**src/cpd_pkg.sv**
```systemverilog
// Purpose: Shared constants and types of the playback command decoder
// Assumes: 100 MHz core clock
// Notes:   Opcodes sit in the upper nibble of the first byte
package cpd_pkg;
	localparam int CH_N     = 4;
	localparam int PHRASE_W = 10;
	localparam int SIL_W    = 8;
	localparam int ADDR_W   = 8;
	localparam int DATA_W   = 32;

	localparam logic [3:0] OP_SELECT = 4'h3;
	localparam logic [3:0] OP_DIRECT = 4'h4;
	localparam logic [3:0] OP_START  = 4'h5;
	localparam logic [3:0] OP_STOP   = 4'h6;
	localparam logic [3:0] OP_SIL    = 4'h7;
	localparam logic [3:0] OP_REPSET = 4'h8;
	localparam logic [3:0] OP_REPCLR = 4'h9;

	localparam logic [ADDR_W-1:0] ADDR_CMD    = 8'h00;
	localparam logic [ADDR_W-1:0] ADDR_STATUS = 8'h04;

	localparam int ST_READY_LSB = 0;
	localparam int ST_BUSYN_LSB = 4;
	localparam int ST_REP_LSB   = 8;
	localparam int ST_PEND_BIT  = 12;

	localparam logic [DATA_W-1:0] RDATA_ZERO = 32'h0000_0000;
	localparam logic [SIL_W:0]    SIL_ONE    = 9'h001;

	localparam int SIL_UNIT_MS  = 4;
	localparam int CLK_KHZ      = 100_000;
	localparam int SIL_TICK_CYC = SIL_UNIT_MS * CLK_KHZ;

	typedef logic [PHRASE_W-1:0] cpd_phrase_t;
	typedef logic [CH_N-1:0]     cpd_mask_t;

	typedef enum logic [2:0] {
		ST_IDLE = 3'b001,
		ST_DIRECT_PHRASE_LAUNCH_CMD = 3'b010,
		ST_SIL  = 3'b100
	} cpd_state_t;
endpackage : cpd_pkg

```
**src/cpd_chan_if.sv**
```systemverilog
// Purpose: Command strobes to one channel and its status back
// Assumes: Strobes are single-cycle
// Notes:   One instance per channel
`timescale 1ns/1ns
interface cpd_chan_if;
	import cpd_pkg::*;
	logic                 sel;
	logic                 launch_req;
	logic                 stop;
	logic                 sil;
	logic                 rep_set;
	logic                 rep_clr;
	cpd_phrase_t          phrase;
	logic [SIL_W-1:0]     sil_code;
	logic                 ready;
	logic                 busy_n;
	logic                 rep;
	modport dec  (output sel, launch_req, stop, sil, rep_set, rep_clr, phrase, sil_code,
		input ready, busy_n, rep);
	modport chan (input sel, launch_req, stop, sil, rep_set, rep_clr, phrase, sil_code,
		output ready, busy_n, rep);
endinterface : cpd_chan_if

```
**src/cpd_top.sv**
```systemverilog
// Purpose: Four-channel playback command decoder with APB access
// Assumes: Commands are bytes written to the command register
// Notes:   Two-byte commands take two writes
// Function
// - Phrase select latches phrase, no output
// - Ten-bit phrase field covers 0 to 1023
// - Channel field 00..11 maps channel 0..3
// - Direct direct_phrase_launch_cmd starts given phrase when ready
// - Start mask plays latched phrase per channel
// - All-zero mask commands are ignored
// - Stop halts masked channels, releases ready, busy
// - Stop accepted regardless of ready line
// - Silence lasts code plus one times 4ms
// - Loop setting never replays silence
// - Loop set repeats phrase until clear, stop
// - Only the running phrase repeats, never a queued one
// - Loop clear accepted regardless, cancels repeat
// - Loop clear drives ready line high when no command is queued
//
// Implementation choices: register access over APB and the address map.
`timescale 1ns/1ns
module cpd_top #(
	parameter int TICK_CYCLES = cpd_pkg::SIL_TICK_CYC
) (
	// Clock and reset
	input  wire logic                        core_clk,
	input  wire logic                        rst_n,
	// APB slave
	input  wire logic                        psel,
	input  wire logic                        penable,
	input  wire logic                        pwrite,
	input  wire logic [cpd_pkg::ADDR_W-1:0]  paddr,
	input  wire logic [cpd_pkg::DATA_W-1:0]  pwdata,
	output logic      [cpd_pkg::DATA_W-1:0]  prdata,
	output logic                             pready,
	output logic                             pslverr,
	// Channel status lines
	output logic      [cpd_pkg::CH_N-1:0]    command_ready_line,
	output logic      [cpd_pkg::CH_N-1:0]    channel_busy_n,
	// Playback engine
	input  wire logic [cpd_pkg::CH_N-1:0]    direct_phrase_launch_cmd_done,
	output logic      [cpd_pkg::CH_N-1:0]    launch,
	output logic      [cpd_pkg::CH_N-1:0]    halt,
	output cpd_pkg::cpd_phrase_t [cpd_pkg::CH_N-1:0] launch_phrase
);
	import cpd_pkg::*;

	logic            pend_valid;
	logic [7:0]      pend_byte;
	logic            tick;
	cpd_mask_t       ready_v;
	cpd_mask_t       busy_v;
	cpd_mask_t       rep_v;

	// Bus decode
	wire acc       = psel && penable;
	wire setup     = psel && !penable;
	wire hit_cmd   = (paddr == ADDR_CMD);
	wire hit_stat  = (paddr == ADDR_STATUS);
	wire bad_acc   = acc && !(hit_cmd || (hit_stat && !pwrite));
	wire cmd_wr    = acc && pwrite && hit_cmd;
	wire [7:0] wbyte = pwdata[7:0];

	wire [3:0] op_new  = wbyte[7:4];
	wire [3:0] op_pend = pend_byte[7:4];
	wire two_byte  = (op_new == OP_SELECT) || (op_new == OP_DIRECT) || (op_new == OP_SIL);
	wire one_byte  = (op_new == OP_START) || (op_new == OP_STOP) ||
		(op_new == OP_REPSET) || (op_new == OP_REPCLR);
	wire second    = cmd_wr && pend_valid;
	wire first     = cmd_wr && !pend_valid;
	wire ex1       = first && one_byte;

	wire cpd_mask_t chan_hot = cpd_mask_t'(4'h1 << pend_byte[1:0]);
	wire cpd_phrase_t phrase_in = {pend_byte[3:2], wbyte};
	wire cpd_mask_t m_new  = wbyte[3:0];
	wire cpd_mask_t m_pend = pend_byte[3:0];

	wire cpd_mask_t sel_v   = (second && op_pend == OP_SELECT) ? chan_hot & ready_v : '0;
	wire cpd_mask_t dir_v   = (second && op_pend == OP_DIRECT) ? chan_hot & ready_v : '0;
	wire cpd_mask_t sil_v   = (second && op_pend == OP_SIL) ? m_pend & ready_v : '0;
	wire cpd_mask_t start_v = (ex1 && op_new == OP_START) ? m_new & ready_v : '0;
	wire cpd_mask_t rset_v  = (ex1 && op_new == OP_REPSET) ? m_new & ready_v : '0;
	wire cpd_mask_t stop_v  = (ex1 && op_new == OP_STOP) ? m_new : '0;
	wire cpd_mask_t rclr_v  = (ex1 && op_new == OP_REPCLR) ? m_new : '0;

	wire [DATA_W-1:0] status_word = DATA_W'({pend_valid, rep_v, busy_v, ready_v});
	wire [DATA_W-1:0] rd_next = (hit_stat && !pwrite) ? status_word : RDATA_ZERO;

	assign pready             = 1'b1;
	assign pslverr            = bad_acc;
	assign command_ready_line = ready_v;
	assign channel_busy_n     = busy_v;

	// First byte holding and read data
	always_ff @(posedge core_clk or negedge rst_n) begin
		if (!rst_n) begin
			pend_valid <= 1'b0;
			pend_byte  <= 8'h00;
			prdata     <= RDATA_ZERO;
		end else begin
			if (setup)
				prdata <= rd_next;
			if (second)
				pend_valid <= 1'b0;
			else if (first && two_byte)
				pend_valid <= 1'b1;
			if (first)
				pend_byte <= wbyte;
		end
	end

	cpd_tick #(
		.CYCLES(TICK_CYCLES)
	) u_tick (
		.core_clk(core_clk),
		.rst_n   (rst_n),
		.tick    (tick)
	);

	for (genvar g = 0; g < CH_N; g++) begin : g_ch
		cpd_chan_if u_if ();
		assign u_if.sel        = sel_v[g] || dir_v[g];
		assign u_if.launch_req = dir_v[g] || start_v[g];
		assign u_if.stop       = stop_v[g];
		assign u_if.sil        = sil_v[g];
		assign u_if.rep_set    = rset_v[g];
		assign u_if.rep_clr    = rclr_v[g];
		assign u_if.phrase     = phrase_in;
		assign u_if.sil_code   = wbyte;
		assign ready_v[g]      = u_if.ready;
		assign busy_v[g]       = u_if.busy_n;
		assign rep_v[g]        = u_if.rep;
		cpd_chan u_ch (
			.core_clk  (core_clk),
			.rst_n     (rst_n),
			.bus       (u_if.chan),
			.tick      (tick),
			.direct_phrase_launch_cmd_done (direct_phrase_launch_cmd_done[g]),
			.launch    (launch[g]),
			.halt      (halt[g]),
			.out_phrase(launch_phrase[g])
		);
	end
endmodule : cpd_top

```
**src/cpd_tick.sv**
```systemverilog
// Purpose: Silence time base, one pulse per silence unit
// Assumes: Single clock domain
// Notes:   Free running
`timescale 1ns/1ns
module cpd_tick #(
	parameter int CYCLES = cpd_pkg::SIL_TICK_CYC
) (
	// Clock and reset
	input  wire logic core_clk,
	input  wire logic rst_n,
	// Enable pulse
	output logic      tick
);
	import cpd_pkg::*;
	logic [31:0] cnt;
	wire         wrap = (cnt == 32'(CYCLES - 1));

	always_ff @(posedge core_clk or negedge rst_n) begin
		if (!rst_n) begin
			cnt  <= 32'h0000_0000;
			tick <= 1'b0;
		end else begin
			cnt  <= wrap ? 32'h0000_0000 : cnt + 32'h0000_0001;
			tick <= wrap;
		end
	end
endmodule : cpd_tick

```
**src/cpd_chan.sv**
```systemverilog
// Purpose: Playback sequencer of one channel
// Assumes: Decoder gates ready-bound commands
// Notes:   One queued phrase or silence behind the running one
`timescale 1ns/1ns
module cpd_chan (
	// Clock and reset
	input  wire logic         core_clk,
	input  wire logic         rst_n,
	// Commands
	cpd_chan_if.chan          bus,
	// Engine side
	input  wire logic         tick,
	input  wire logic         direct_phrase_launch_cmd_done,
	output logic              launch,
	output logic              halt,
	output cpd_pkg::cpd_phrase_t out_phrase
);
	import cpd_pkg::*;
	cpd_state_t        state;
	cpd_phrase_t       phrase_latch;
	logic              rep;
	logic              q_valid;
	logic              q_sil;
	logic [SIL_W-1:0]  q_code;
	logic [SIL_W:0]    sil_cnt;

	wire cpd_phrase_t phrase_use = bus.sel ? bus.phrase : phrase_latch;
	wire direct_phrase_launch_cmd_end  = (state == ST_DIRECT_PHRASE_LAUNCH_CMD) && direct_phrase_launch_cmd_done;
	wire sil_end   = (state == ST_SIL) && tick && (sil_cnt == SIL_ONE);
	wire relaunch  = direct_phrase_launch_cmd_end && rep && !bus.rep_clr;
	wire ending    = sil_end || (direct_phrase_launch_cmd_end && !relaunch);
	wire new_req   = bus.launch_req || bus.sil;
	wire from_q    = ending && q_valid;
	wire free      = (state == ST_IDLE) || (ending && !q_valid);
	wire go        = from_q || (free && new_req);
	wire go_sil    = from_q ? q_sil : bus.sil;
	wire [SIL_W-1:0] go_code = from_q ? q_code : bus.sil_code;

	assign bus.ready  = !q_valid && !rep;
	assign bus.busy_n = (state == ST_IDLE);
	assign bus.rep    = rep;

	always_ff @(posedge core_clk or negedge rst_n) begin
		if (!rst_n) begin
			state        <= ST_IDLE;
			phrase_latch <= '0;
			out_phrase   <= '0;
			rep          <= 1'b0;
			q_valid      <= 1'b0;
			q_sil        <= 1'b0;
			q_code       <= '0;
			sil_cnt      <= '0;
			launch       <= 1'b0;
			halt         <= 1'b0;
		end else begin
			launch <= 1'b0;
			halt   <= 1'b0;
			if (bus.sel)
				phrase_latch <= bus.phrase;
			if (bus.stop) begin
				state   <= ST_IDLE;
				rep     <= 1'b0;
				q_valid <= 1'b0;
				halt    <= 1'b1;
			end else begin
				if (bus.rep_clr)
					rep <= 1'b0;
				else if (bus.rep_set)
					rep <= 1'b1;
				if (relaunch) begin
					launch     <= 1'b1;
				end else if (go && go_sil) begin
					state   <= ST_SIL;
					sil_cnt <= {1'b0, go_code} + SIL_ONE;
				end else if (go) begin
					state      <= ST_DIRECT_PHRASE_LAUNCH_CMD;
					launch     <= 1'b1;
					out_phrase <= phrase_use;
				end else if (ending) begin
					state <= ST_IDLE;
				end else if (state == ST_SIL && tick) begin
					sil_cnt <= sil_cnt - SIL_ONE;
				end
				if (from_q) begin
					q_valid <= 1'b0;
				end else if (!free && new_req) begin
					q_valid <= 1'b1;
					q_sil   <= bus.sil;
					q_code  <= bus.sil_code;
				end
			end
		end
	end
endmodule : cpd_chan

```
**config.mk**
```make
export PLATFORM = sky130hd
export DESIGN_NAME = cpd_top
export DESIGN_NICKNAME = d
export VERILOG_FILES = /design/src/cpd_pkg.sv /design/src/cpd_chan_if.sv /design/src/cpd_top.sv /design/src/cpd_tick.sv /design/src/cpd_chan.sv
export SDC_FILE = /design/constraint.sdc
export NUM_CORES = 1
export LEC_CHECK = 0
export BUFFER_PORTS_ARGS = -buffer_cell sky130_fd_sc_hd__buf_2
export CORE_MARGIN = 1
export CORE_UTILIZATION = 55
export CTS_BUF_LIST = sky130_fd_sc_hd__clkbuf_8
export CTS_CLUSTER_DIAMETER = 60
export DETAILED_ROUTE_END_ITERATION = 16
export HOLD_SLACK_MARGIN = 0.03
export PLACE_DENSITY = 0.76
export SYNTH_ARGS = -nofsm -noshare
export SYNTH_HDL_FRONTEND = slang
export SYNTH_SLANG_ARGS = --single-unit
```
**constraint.sdc**
```tcl
create_clock -name core_clk -period 3.98 [get_ports core_clk]
set_input_delay 0.597 -clock core_clk [delete_from_list [all_inputs] [get_ports core_clk]]
set_output_delay 0.597 -clock core_clk [all_outputs]
set_load 0.03 [all_outputs]
```
# == Word level (Yosys, flattened, before mapping) ==
# Cells that the tools add are included.
# Widths: inputs -> output; s select.
# totals
reg_bits,254
in_bits,49
output_inout_bits,90
# classes
addsub,9
eq_ne,40
shift,1
muxes,103
bitwise_logic,19
reduce_logical,153
# op_table
cell,n
$mux 9,16
$logic_and 1x1->1,65
$mux 3,20
$mux 1,50
$mux 10,4
$add 8x1->9 const B,4
$eq 9x1->1 const B,4
$sub 9x1->9 const B,4
$add 32x1->32 const B,1
$eq 32x19->1 const B,1
$mux 32,1
$mux 8,4
$logic_or 1x1->1,30
$mux 4,7
$eq 4x3->1 const B,6
$logic_not 1->1,24
$ne 2x2->1 const B,12
$reduce_bool 3->1,8
$reduce_and 5->1,4
$not 1->1,16
$reduce_and 4->1,4
$reduce_bool 4->1,4
$mux 13,1
$and 4x4->4,3
other kinds (11),32

# == Logic depth before layout (Yosys ltp) ==
# Gate-level depths: netlist (run 1).
# logic_depth
word_depth,20
ltp_mapped,14
mapped_depth_nobuf,13

# == Modules after synthesis ==
# From an unflattened synthesis (run 1), not the netlist that was laid out.
# hier_totals
cells_unflattened,1174
area_unflattened_um2,13041.3
# modules_own_cells
mod,instances,cells_per_inst,area_per_inst_um2,seq_area_each_um2
cpd_chan,4,218,2477.4,1127.3
cpd_tick,1,149,1631.6,825.8
cpd_top,1,153,1500.2,550.5

# == Least setup slack after synthesis (run 1) ==
# No wires, ideal clock.
# synth_timing
path_type,in2reg
from,input paddr[5] (netlist bit)
to,register g_ch[2].u_ch.sil_cnt[8]
setup_time_ns,0.080
t_arrival_ns,3.102
setup_slack_ns,0.798
stages,13
n_path_buf,1
path_cell_list,nor4_4 and3_1 and4_2 o21ai_2 buf_4 mux2_2 ha_1 nand2_1 nor2_1 nand3_1 mux2_1 a32oi_1 a2bb2oi_1
# synth_via
elab_chain_cells,18
elab_cells_between_ends,38
classes_between,add/sub: 1; eq/ne: 2; mux: 8; bitwise: 2; reduce/logical: 25
# synth_rtl
element,line,source
from (decl),cpd_top.sv:32,"input wire logic [cpd_pkg::ADDR_W-1:0] paddr,"
$logic_not 8->1 *,cpd_top.sv:58,wire hit_cmd = (paddr == ADDR_CMD);
$logic_and 1x1->1 *,cpd_top.sv:61,wire cmd_wr = acc && pwrite && hit_cmd;
"parallel branches: the longest is 16 deep, another holds $add 8x1->9",n/a,
to (signal assigned),cpd_chan.sv:74,"sil_cnt <= {1'b0, go_code} + SIL_ONE;"
to (signal assigned),cpd_chan.sv:82,sil_cnt <= sil_cnt - SIL_ONE;
to (decl),cpd_chan.sv:25,logic [SIL_W:0] sil_cnt;
# Every way passes the cells marked *.
# A chain may end at the register's enable or synchronous reset.

# == Final worst setup path (run 1) ==
# layout_timing
from,register pend_valid
to,register g_ch[1].u_ch.sil_cnt[6]
# layout_via
elab_chain_cells,17
elab_cells_between_ends,37
classes_between,add/sub: 1; eq/ne: 2; mux: 8; bitwise: 2; reduce/logical: 24
# layout_rtl
element,line,source
from (decl),cpd_top.sv:48,logic pend_valid;
from (signal assigned),cpd_top.sv:97,pend_valid <= 1'b0;
from (signal assigned),cpd_top.sv:104,pend_valid <= 1'b0;
from (signal assigned),cpd_top.sv:106,pend_valid <= 1'b1;
"parallel branches: the longest is 17 deep, another holds $mux 8",n/a,
to (signal assigned),cpd_chan.sv:74,
to (signal assigned),cpd_chan.sv:82,
to (decl),cpd_chan.sv:25,
# Several ways; the timed one is not identified.

==> results of run 1 <==
## per-layer routing
metal	vias to the layer above	routed length [um]	track usage
met2	351	14300	0.432
li1	4313	-	-
met5	-	0	0
met3	68	2270	0.0557
met4	0	944	0.100
met1	4709	13400	0.360
## flip-flops by register name, indices dropped and copies added (netlist names)
register                cells
g_ch.u_ch.sil_cnt          36
g_ch.u_ch.phrase_latch     40
g_ch.u_ch.q_code           32
prdata                     13
u_tick.cnt                 32
pend_byte                   8
g_ch.u_ch.launch            4
u_tick.tick                 1
g_ch.u_ch.q_valid           4
g_ch.u_ch.q_sil             4
g_ch.u_ch.bus.rep           4
pend_valid                  1
g_ch.u_ch.state            12
g_ch.u_ch.out_phrase       40
g_ch.u_ch.halt              4
## through the flow
stage                     instances  power, uW  area [um^2]  utilization  hold slack [ns]
after global placement         1476       2650        13100        0.593            0.456
after global routing           1550       4940        13900        0.630            0.201
after floorplan                1155       2550        12500            -            0.301
after detailed placement       1476       2650        13100        0.593            0.467
final                          1550       4770        13900        0.630            0.136
after CTS                      1550       4810        13900        0.630            0.158
## cells by family (layout without fill, tap and decap cells)
family | Yosys count | in the layout | share of synthesized area
compound gates | 194 | 194 | 0.118
xor+xnor | 62 | 62 | 0.0436
fa+ha+maj | 13 | 13 | 0.0131
buf+inv | 121 | 236 | 0.0537
flops | 235 | 235 | 0.473
mux | 148 | 148 | 0.134
other cells | 2 | 20 | 0.000604
simple gates | 362 | 362 | 0.164
## layout make-up
| cell class | count | area (um^2) | share of cell area |
|---|---|---|---|
| clock buffers | 51 | 702 | 0.0506 |
| clock inverters | 23 | 110 | 0.00794 |
| repair buffers | 125 | 726 | 0.0523 |
| well taps | 280 | 350 | 0.0253 |
| flip-flops and latches | 235 | 5890 | 0.424 |
| multi-input cells | 799 | 5960 | 0.430 |
| inverters | 37 | 139 | 0.0100 |
## worst reg2reg max path, cell delays in order, from the launching register on
cell and delay [ns]:
dfrtp_1 0.52, nor4_1 0.42, nand4_1 0.27, o211ai_2 0.27, nand2_2 0.19, mux2_2 0.32, ha_1 0.29, and4_1 0.27
nand2_1 0.08, xnor2_1 0.14, mux2i_1 0.14, o22ai_1 0.09, a21o_1 0.21
## worst max path at each step
stage / from / to / slack (ns)
floorplan: paddr[5] / g_ch[2].u_ch.sil_cnt[8]$_DFFE_PN0P_ / 0.80
CTS: u_tick.tick$_DFF_PN0_ / g_ch[3].u_ch.sil_cnt[6]$_DFFE_PN0P_ / 0.71
finish: pend_valid$_DFFE_PN0P_ / g_ch[1].u_ch.sil_cnt[6]$_DFFE_PN0P_ / 0.65
global route: u_tick.tick$_DFF_PN0_ / g_ch[3].u_ch.sil_cnt[6]$_DFFE_PN0P_ / 0.41
global placement: pwrite / g_ch[2].u_ch.out_phrase[6]$_DFFE_PN0P_ / 0.44
detailed placement: pwrite / g_ch[2].u_ch.out_phrase[3]$_DFFE_PN0P_ / 0.38
## Yosys cell counts, drive strengths merged, types with 4 or more instances
library cell	number
and4	10
ha	13
nor2	66
dfstp	4
and3	26
nor4	16
o211a	4
and4b	4
or2	5
dfrtp	231
nor4bb	5
a211oi	7
buf	59
nand4	24
o22ai	4
xnor2	33
a22oi	4
inv	37
o211ai	14
mux2i	19
mux2	129
nand3	52
a22o	16
nor2b	10
or3	5
xor2	29
a21o	8
nor3	28
a32oi	4
and2	8
a31oi	13
clkbuf	25
o21a	8
nand2b	7
a21oi	30
a2bb2oi	8
nand2	77
o21ai	34
## power groups by stage
stage / Clock, uW / Combinational (uW) / Sequential (uW)
2_1_floorplan: 0 / 109 / 2440
3_3_place_gp: 0 / 207 / 2440
3_5_place_dp: 0 / 210 / 2440
4_1_cts: 2200 / 211 / 2400
5_1_grt: 2320 / 227 / 2400
6_report: 2170 / 209 / 2400
==> impl_metrics.toml, run 1 <==
[die]
die_w_um = 152
initial_core_util = 0.565
ios = 139
die_area_um2 = 23200
core-area_um2 = 22000
floorplan.rows = 54
die_height_um = 152

[clock_network]
clkSinkCount = 235
clkLatencyLatePin_ns = 0.56
cts_made_buffers = 41
cts_tree = "built"
ctsHoldBuffers = 0
cts.path.max_buffers = 3
htreeDepth = 2
clock-root-buffer = "clkbuf_8"
clk_pin_slew_ns = 0.06
cts_setup_buffers = 0
cts_resized = 0

[power]
ir_worst_vdd_uv = 433
clkPwrFrac = 0.454
p_comb_frac = 0.044
p_switching_uw = 1170
p_leak_uw = 0.00690
p_sw_frac = 0.246
power_density_nw_per_um2 = 344
seqPwrFrac = 0.502
p_int_uw = 3600

[synthesis]
synth_area_um2 = 12400
netlist.area_leader.share = 0.465
post-synth-top-area-cell = "dfrtp_1"
synth_edf_count = 0
synth_cell_type_count = 99
ys_seq_area_frac = 0.473
synthFlopType = "dfrtp_1"
synth_area_leaders = "dfrtp_1 (46%), mux2_2 (11%), buf_4 (2.8%), xnor2_1 (2.3%), nand2_1 (2.3%)"
async_reset_ff_frac = 1.00
synthCells = 1137
ys_ff_latch = 235
yosys_warnings = 0
syn_area_per_cell_um2 = 10.9

[timing]
finalHoldViolCount = 0
worstMarginPinSlew_ns = 1.22
rsz0062_at_grt = "no"
drv_slew = 0
finalSetupTns_ns = 0
skew_ns = 0.0237
setup_viol = 0
finalCritPeriodShare = 0.837
setup_slack_ns = 0.649
timing.final.crit_period_ns = 3.33
fmax_ghz = 0.300
slew_headroom = 0.189

[setup_path]
r2r_end = "g_ch[1].u_ch.sil_cnt[6]$_DFFE_PN0P_"
cp.arrival_ns = 3.78
path_delay_family = "simple AND/OR/NAND/NOR gates"
reg2reg_setup_slack_ns = 0.65
crit_chain = "nor4_1, nand4_1, o211ai_2, nand2_2, mux2_2, ha_1, and4_1, nand2_1, xnor2_1, mux2i_1, o22ai_1, a21o_1"
endpoint_kind = "flop"
critPathMaxFanout = 9
rr_startpoint = "pend_valid$_DFFE_PN0P_"
crit_buf_inv = 0
cp.required_ns = 4.43
crit_type = "flop to flop"
reg2reg_depth = 12
crit_cells = 12
crit_slowest_cell = "dfrtp_1"
startpoint_type = "flop"
critPathMaxStageDelay_ns = 0.52

[run_status]
violations = "DRC"
status = "complete, but fails checks"

[detailed_routing]
wl_um = 30900
drc = 6
routed_via_density = 6.09
wl_per_cell_um = 19.9
drt_iter0_drc = 645
drt-pass1-iter-count = 11
num_vias = 9441
antenna_left = 0

[global_routing]
grt_max_degree = 113
grt_usage = 0.269
overflow = 0
first_global_vias = 9336
grt_pass1_wl_um = 49300
antenna_found_initial = 0

[layout]
n_antenna_cell = 0
final_cell_mix = "dfrtp_1 (231), mux2_2 (120), buf_2 (93), nand2_1 (76), nor2_1 (62)"
drive_above_1_share = 0.282
syn_to_final_growth_pct = 11.5
fillCellCount = 1760
finalNetCount = 1301
layout_commonest_cell = "dfrtp_1"

[hold_path]
hold_class = "primary input to async pin"

[placement]
port_buffers = 94
gp_congestion = 0.894
dp_slack_ns = 0.383
hpwl_um = 20900

[run]
maxCapViolations = 0
Note: power is estimated with default switching activity, not from simulation.
==> run 2: changes to the inputs <==
Settings changed: PLACE_DENSITY 0.76 to 0.79.
Clock period 3.98 ns to 2.8 ns, I/O delays scaled along.
==> run 2 against run 1 <==
  * Cell count is 6.1% higher
  * First-iteration DRC count is 3.1% higher
  * Highest routed layer unchanged
  * Sequential power is 42% higher
  * Clock power is 35% higher
  * The flow still finishes with violations (DRC)
  * Global-route usage is 1.0 points higher
  * Critical path depth stayed put
==> impl_metrics.toml, run 2 (synthesized netlist as in run 1, its figures left out) <==
[run_status]
status = "complete, but fails checks"
violations = "DRC"

[setup_path]
critical_path.startpoint = "g_ch[2].u_ch.sil_cnt[7]$_DFFE_PN0P_"
cp.arrival_ns = 3.24
crit_type = "flop to flop"
critPathMaxFanout = 3
reg2reg_depth = 12
rr_startpoint = "g_ch[2].u_ch.sil_cnt[7]$_DFFE_PN0P_"
cp.required_ns = 3.27
reg2reg_setup_slack_ns = 0.03
startpoint_type = "flop"
endpoint_kind = "flop"

[global_routing]
overflow = 0
antenna_found_initial = 0
grt_max_degree = 67
grt_pass1_wl_um = 51200
first_global_vias = 9687
grt_usage = 0.279

[detailed_routing]
routed_via_density = 5.98
wl_per_cell_um = 19.7
drt_iter0_drc = 665
drt-pass1-iter-count = 11
antenna_left = 0
wl_um = 32300
drc = 3
num_vias = 9833

[placement]
gp_congestion = 0.916
placed_area_um2 = 14000
hpwl_um = 22100
port_buffers = 94

[layout]
n_antenna_cell = 0
largestRegisters = "g_ch.u_ch.out_phrase x40, g_ch.u_ch.phrase_latch x40, g_ch.u_ch.sil_cnt x36"
syn_to_final_growth_pct = 20.0
final_cell_mix = "dfrtp_1 (230), mux2_2 (116), buf_4 (114), buf_2 (93), nand2_1 (74)"
layout_commonest_cell = "dfrtp_1"
fin_util = 0.678
post-route-cell-area_um2 = 14900
finalNetCount = 1398
drive_above_1_share = 0.349

[clock_network]
clkLatencyLatePin_ns = 0.56
clkSinkCount = 235
htreeDepth = 2
cts.path.max_buffers = 3
clk_pin_slew_ns = 0.06
cts_made_buffers = 40
cts_tree = "built"
clock-root-buffer = "clkbuf_8"

[timing]
setup_viol = 0
skew_ns = 0.0342
finalCritPeriodShare = 0.990
slew_headroom = 0.518
finalHoldViolCount = 0
rsz0062_at_grt = "yes"
fmax_ghz = 0.361
worstMarginPinSlew_ns = 0.704
timing.final.crit_period_ns = 2.77
drv_slew = 0
whs_ns = 0.253

[power]
ir_worst_vdd_uv = 410
clkPwrFrac = 0.437
p_comb_frac = 0.053
power_density_nw_per_um2 = 447
p_int_uw = 5030
p_switching_uw = 1650
seqPwrFrac = 0.510
p_leak_uw = 0.00748
p_sw_frac = 0.246

[die]
die_height_um = 152
initial_core_util = 0.565
core-area_um2 = 22000
floorplan.rows = 54
ios = 139
die_area_um2 = 23200
die_w_um = 152

[run]
maxCapViolations = 0

[hold_path]
hold_depth = 2
worst_hold_startpoint = "pwdata[1]"
hold_class = "primary input to flop"
-- run 2: changes by cell type in the layout (fill, tap and decap cells not counted), sizes merged --
cell | before | now
buf | 125 | 222
clkbuf | 51 | 47
clkinv | 7 | 2
clkinvlp | 1 | 4
dlygate4sd3 | 0 | 1
inv | 52 | 54
-- run 2: power by group through the flow --
stage | combinational (uW) | sequential (uW) | clock, uW
global placement | 337 | 3470 | 0
global route | 380 | 3400 | 3130
CTS | 345 | 3400 | 2970
finish | 353 | 3410 | 2920
detailed placement | 342 | 3470 | 0
floorplan | 161 | 3460 | 0
-- run 2: per-layer routing --
layer / vias up / track usage / share of wire
li1: 4516 / - / -
met1: 4840 / 0.363 / 0.42
met2: 402 / 0.452 / 0.47
met3: 75 / 0.0720 / 0.079
met4: 0 / 0.101 / 0.028
met5: - / 0 / 0
-- run 2: what timing repair did --
item	4_1_cts	5_1_grt
hold buffers	1	0
pin swaps	1	21
resized for setup	4	28
setup buffers	0	6
setup endpoints to repair	8	10
endpoints found under the hold margin	45	0
-- run 2: worst max-delay path: stages (launching register included) --
cell and delay (ns):
dfrtp_1 0.43, nor4_4 0.32, nand2_1 0.13, o32ai_2 0.34, o21ai_2 0.15, mux2_4 0.34, ha_4 0.18, buf_6 0.12
nand3_4 0.08, xnor2_2 0.12, mux2i_1 0.13, a22o_1 0.23, a22oi_2 0.13
-- run 2: worst paths after layout --
path	end
min in group asynchronous	g_ch[3].u_ch.halt$_DFF_PN0_
max	g_ch[2].u_ch.sil_cnt[4]$_DFFE_PN0P_
min	g_ch[0].u_ch.phrase_latch[1]$_DFF_PN0_
max in group asynchronous	g_ch[1].u_ch.state[0]$_DFFE_PN1P_
min reg2reg	u_tick.cnt[4]$_DFF_PN0_
max reg2reg	g_ch[2].u_ch.sil_cnt[4]$_DFFE_PN0P_
-- run 2: area by class of cell --
| type | instances | area, um^2 |
|---|---|---|
| Clock buffer | 47 | 647 |
| Clock inverter | 23 | 104 |
| Fill cell | 1586 | 7100 |
| Inverter | 37 | 139 |
| Multi-Input combinational cell | 799 | 6190 |
| Sequential cell | 235 | 5890 |
| Tap cell | 280 | 350 |
| Timing Repair Buffer | 223 | 1620 |
-- run 2: stage by stage --
stage	TNS (ns)	setup slack [ns]	total power (uW)	instances
floorplan	-0.0294	-0.0259	3620	1155
global placement	-0.531	-0.174	3800	1567
detailed placement	-0.614	-0.133	3810	1567
CTS	0	0.0197	6720	1638
global route	-0.207	-0.0834	6910	1644
finish	0	0.0286	6680	1644
==> run 3: changes to the inputs <==
Settings changed: ABC_AREA from default to 1, PLACE_DENSITY 0.79 to 0.78.
==> run 3 against run 2 <==
  * The flow now finishes without violations
  * Setup slack better by 0.20 ns
  * Total power is 3.1% higher
  * Clock power is 8.6% higher
  * Combinational power is 9.9% lower
  * Largest cell class is now registers
==> impl_metrics.toml, run 3 <==
[timing]
skew_ns = 0.0209
finalCritPeriodShare = 0.919
finalHoldViolCount = 0
fmax_ghz = 0.389
rsz0062_at_grt = "no"
setup_viol = 0
slew_headroom = 0.552
timing.final.crit_period_ns = 2.57
drv_slew = 0
whs_ns = 0.214
worstMarginPinSlew_ns = 0.665

[synthesis]
post-synth-top-area-cell = "dfrtp_1"
synth_edf_count = 0
syn_area_per_cell_um2 = 7.77
synth_area_um2 = 12700
synth_area_leaders = "dfrtp_1 (45%), nand2_1 (14%), o21ai_0 (4.8%), nor2_1 (4.7%), inv_1 (4.5%)"
synth.top_cells.by_count = "nand2_1 (465), dfrtp_1 (231), nor2_1 (160)"
synth_cell_type_count = 53
yosysMostFrequentCell = "nand2_1"
synthFlopType = "dfrtp_1"
ys_ff_latch = 235
ys_seq_area_frac = 0.462
async_reset_ff_frac = 1.00
yosys_warnings = 0
synthCells = 1638
netlist.area_leader.share = 0.454

[hold_path]
hold_class = "primary input to flop"

[global_routing]
grt_usage = 0.267
overflow = 0
grt_pass1_wl_um = 51100
antenna_found_initial = 0
first_global_vias = 10581
grt_max_degree = 76

[power]
ir_worst_vdd_uv = 316
p_leak_uw = 0.00752
power_density_nw_per_um2 = 477

[detailed_routing]
wl_per_cell_um = 14.9
antenna_left = 0
drc = 0
routed_via_density = 5.38
drt_iter0_drc = 888
drt-pass1-iter-count = 6
wl_um = 31100
num_vias = 11215

[placement]
placed_area_um2 = 13600
port_buffers = 94
hpwl_um = 22100
gp_congestion = 0.957

[run_status]
status = "finished clean"

[die]
floorplan.rows = 55
die_w_um = 154
die_area_um2 = 23800
initial_core_util = 0.562
die_height_um = 154
ios = 139
core-area_um2 = 22600

[layout]
post-route-cell-area_um2 = 14400
layout_commonest_cell = "nand2_1"
drive_above_1_share = 0.167
finalNetCount = 1834
fillCellCount = 1953
final_cell_mix = "nand2_1 (465), dfrtp_1 (231), inv_1 (168), nor2_1 (158), o21ai_0 (121)"
largestRegisters = "g_ch.u_ch.out_phrase x40, g_ch.u_ch.phrase_latch x40, g_ch.u_ch.sil_cnt x36"
n_antenna_cell = 0
syn_to_final_growth_pct = 13.5

[run]
maxCapViolations = 0

[clock_network]
cts_tree = "built"
clock-root-buffer = "clkbuf_8"
clkSinkCount = 235
htreeDepth = 2
clk_pin_slew_ns = 0.06
cts_made_buffers = 40
clkLatencyLatePin_ns = 0.56
cts.path.max_buffers = 3

[setup_path]
cp.arrival_ns = 3.01
startpoint_type = "flop"
crit_type = "flop to flop"
critPathMaxFanout = 12
endpoint_kind = "flop"
cp.required_ns = 3.23
[run 3: metrics by stage]
step	total power (uW)	setup slack, ns	util	cells	TNS [ns]
detailed placement	3780	-0.0232	0.601	2014	-0.0639
CTS	6930	0.158	0.637	2086	0
global route	7110	0.00378	0.638	2086	0
floorplan	3630	0.358	-	1656	0
global placement	3770	0.0504	0.601	2014	0
finish	6890	0.227	0.638	2086	0
[run 3: worst max-delay path: stages (launching register included)]
cell and delay (ns):
dfrtp_1 0.32, inv_1 0.16, nor4_1 0.45, nand3b_1 0.16, nand2_1 0.28, nand2_4 0.16
nand2_1 0.09, nand2_1 0.08, ha_1 0.23, or2_0 0.23, nand3_1 0.11, nand2_1 0.06
nand2_1 0.05, o21ai_1 0.06
[run 3: timing repair]
action / 4_1_cts / 5_1_grt
resized for setup: 0 / 6
hold buffers: 1 / 0
endpoints found under the hold margin: 68 / 0
setup endpoints to repair: 0 / 2
setup buffers: 0 / 0
[run 3: worst paths after layout]
| path | start | to | slack (ns) | depth (start not counted) |
|---|---|---|---|---|
| max | u_tick.tick$_DFF_PN0_ | g_ch[2].u_ch.sil_cnt[2]$_DFFE_PN0P_ | 0.23 | 13 |
| min | pwdata[3] | pend_byte[3]$_DFFE_PN0N_ | 0.21 | 3 |
| max in group asynchronous | rst_n | g_ch[2].u_ch.state[0]$_DFFE_PN1P_ | 1.62 | 3 |
| min reg2reg | g_ch[1].u_ch.out_phrase[5]$_DFFE_PN0P_ | g_ch[1].u_ch.out_phrase[5]$_DFFE_PN0P_ | 0.46 | 2 |
| max reg2reg | u_tick.tick$_DFF_PN0_ | g_ch[2].u_ch.sil_cnt[2]$_DFFE_PN0P_ | 0.23 | 13 |
| min in group asynchronous | rst_n | g_ch[1].u_ch.sil_cnt[3]$_DFFE_PN0P_ | 0.43 | 2 |
[run 3: final cells by class]
type	instances	area (um^2)	share of cell area
Tap cell	285	357	0.0247
Sequential cell	235	5890	0.407
Clock buffer	48	661	0.0457
Clock inverter	23	159	0.0110
Inverter	164	618	0.0428
Multi-Input combinational cell	1172	5760	0.399
Timing Repair Buffer	159	1010	0.0698
[run 3: power by group]
part	internal (uW)	switching (uW)	total (uW)
Clock	1750	1420	3170
Combinational	74.6	243	318
Sequential	3400	0.550	3400
Total	5220	1660	6890
[run 3: kinds of logic (layout without fill, tap and decap cells)]
kind of cell,Yosys count,in the layout,share of synthesized area
buffers and inverters,249,394,0.0924
adder cells (fa/ha/maj),13,13,0.0128
AND/OR/NAND/NOR,873,873,0.305
XOR/XNOR,34,34,0.0234
other,2,20,0.000590
flip-flops,235,235,0.462
AO/OA/AOI/OAI,232,232,0.103
[run 3: routing by layer]
metal,track usage,vias up,part of all wire
met5,0,-,0
met4,0.0943,0,0.030
met3,0.0400,77,0.063
met2,0.427,350,0.45
met1,0.372,5279,0.45
li1,-,5509,-
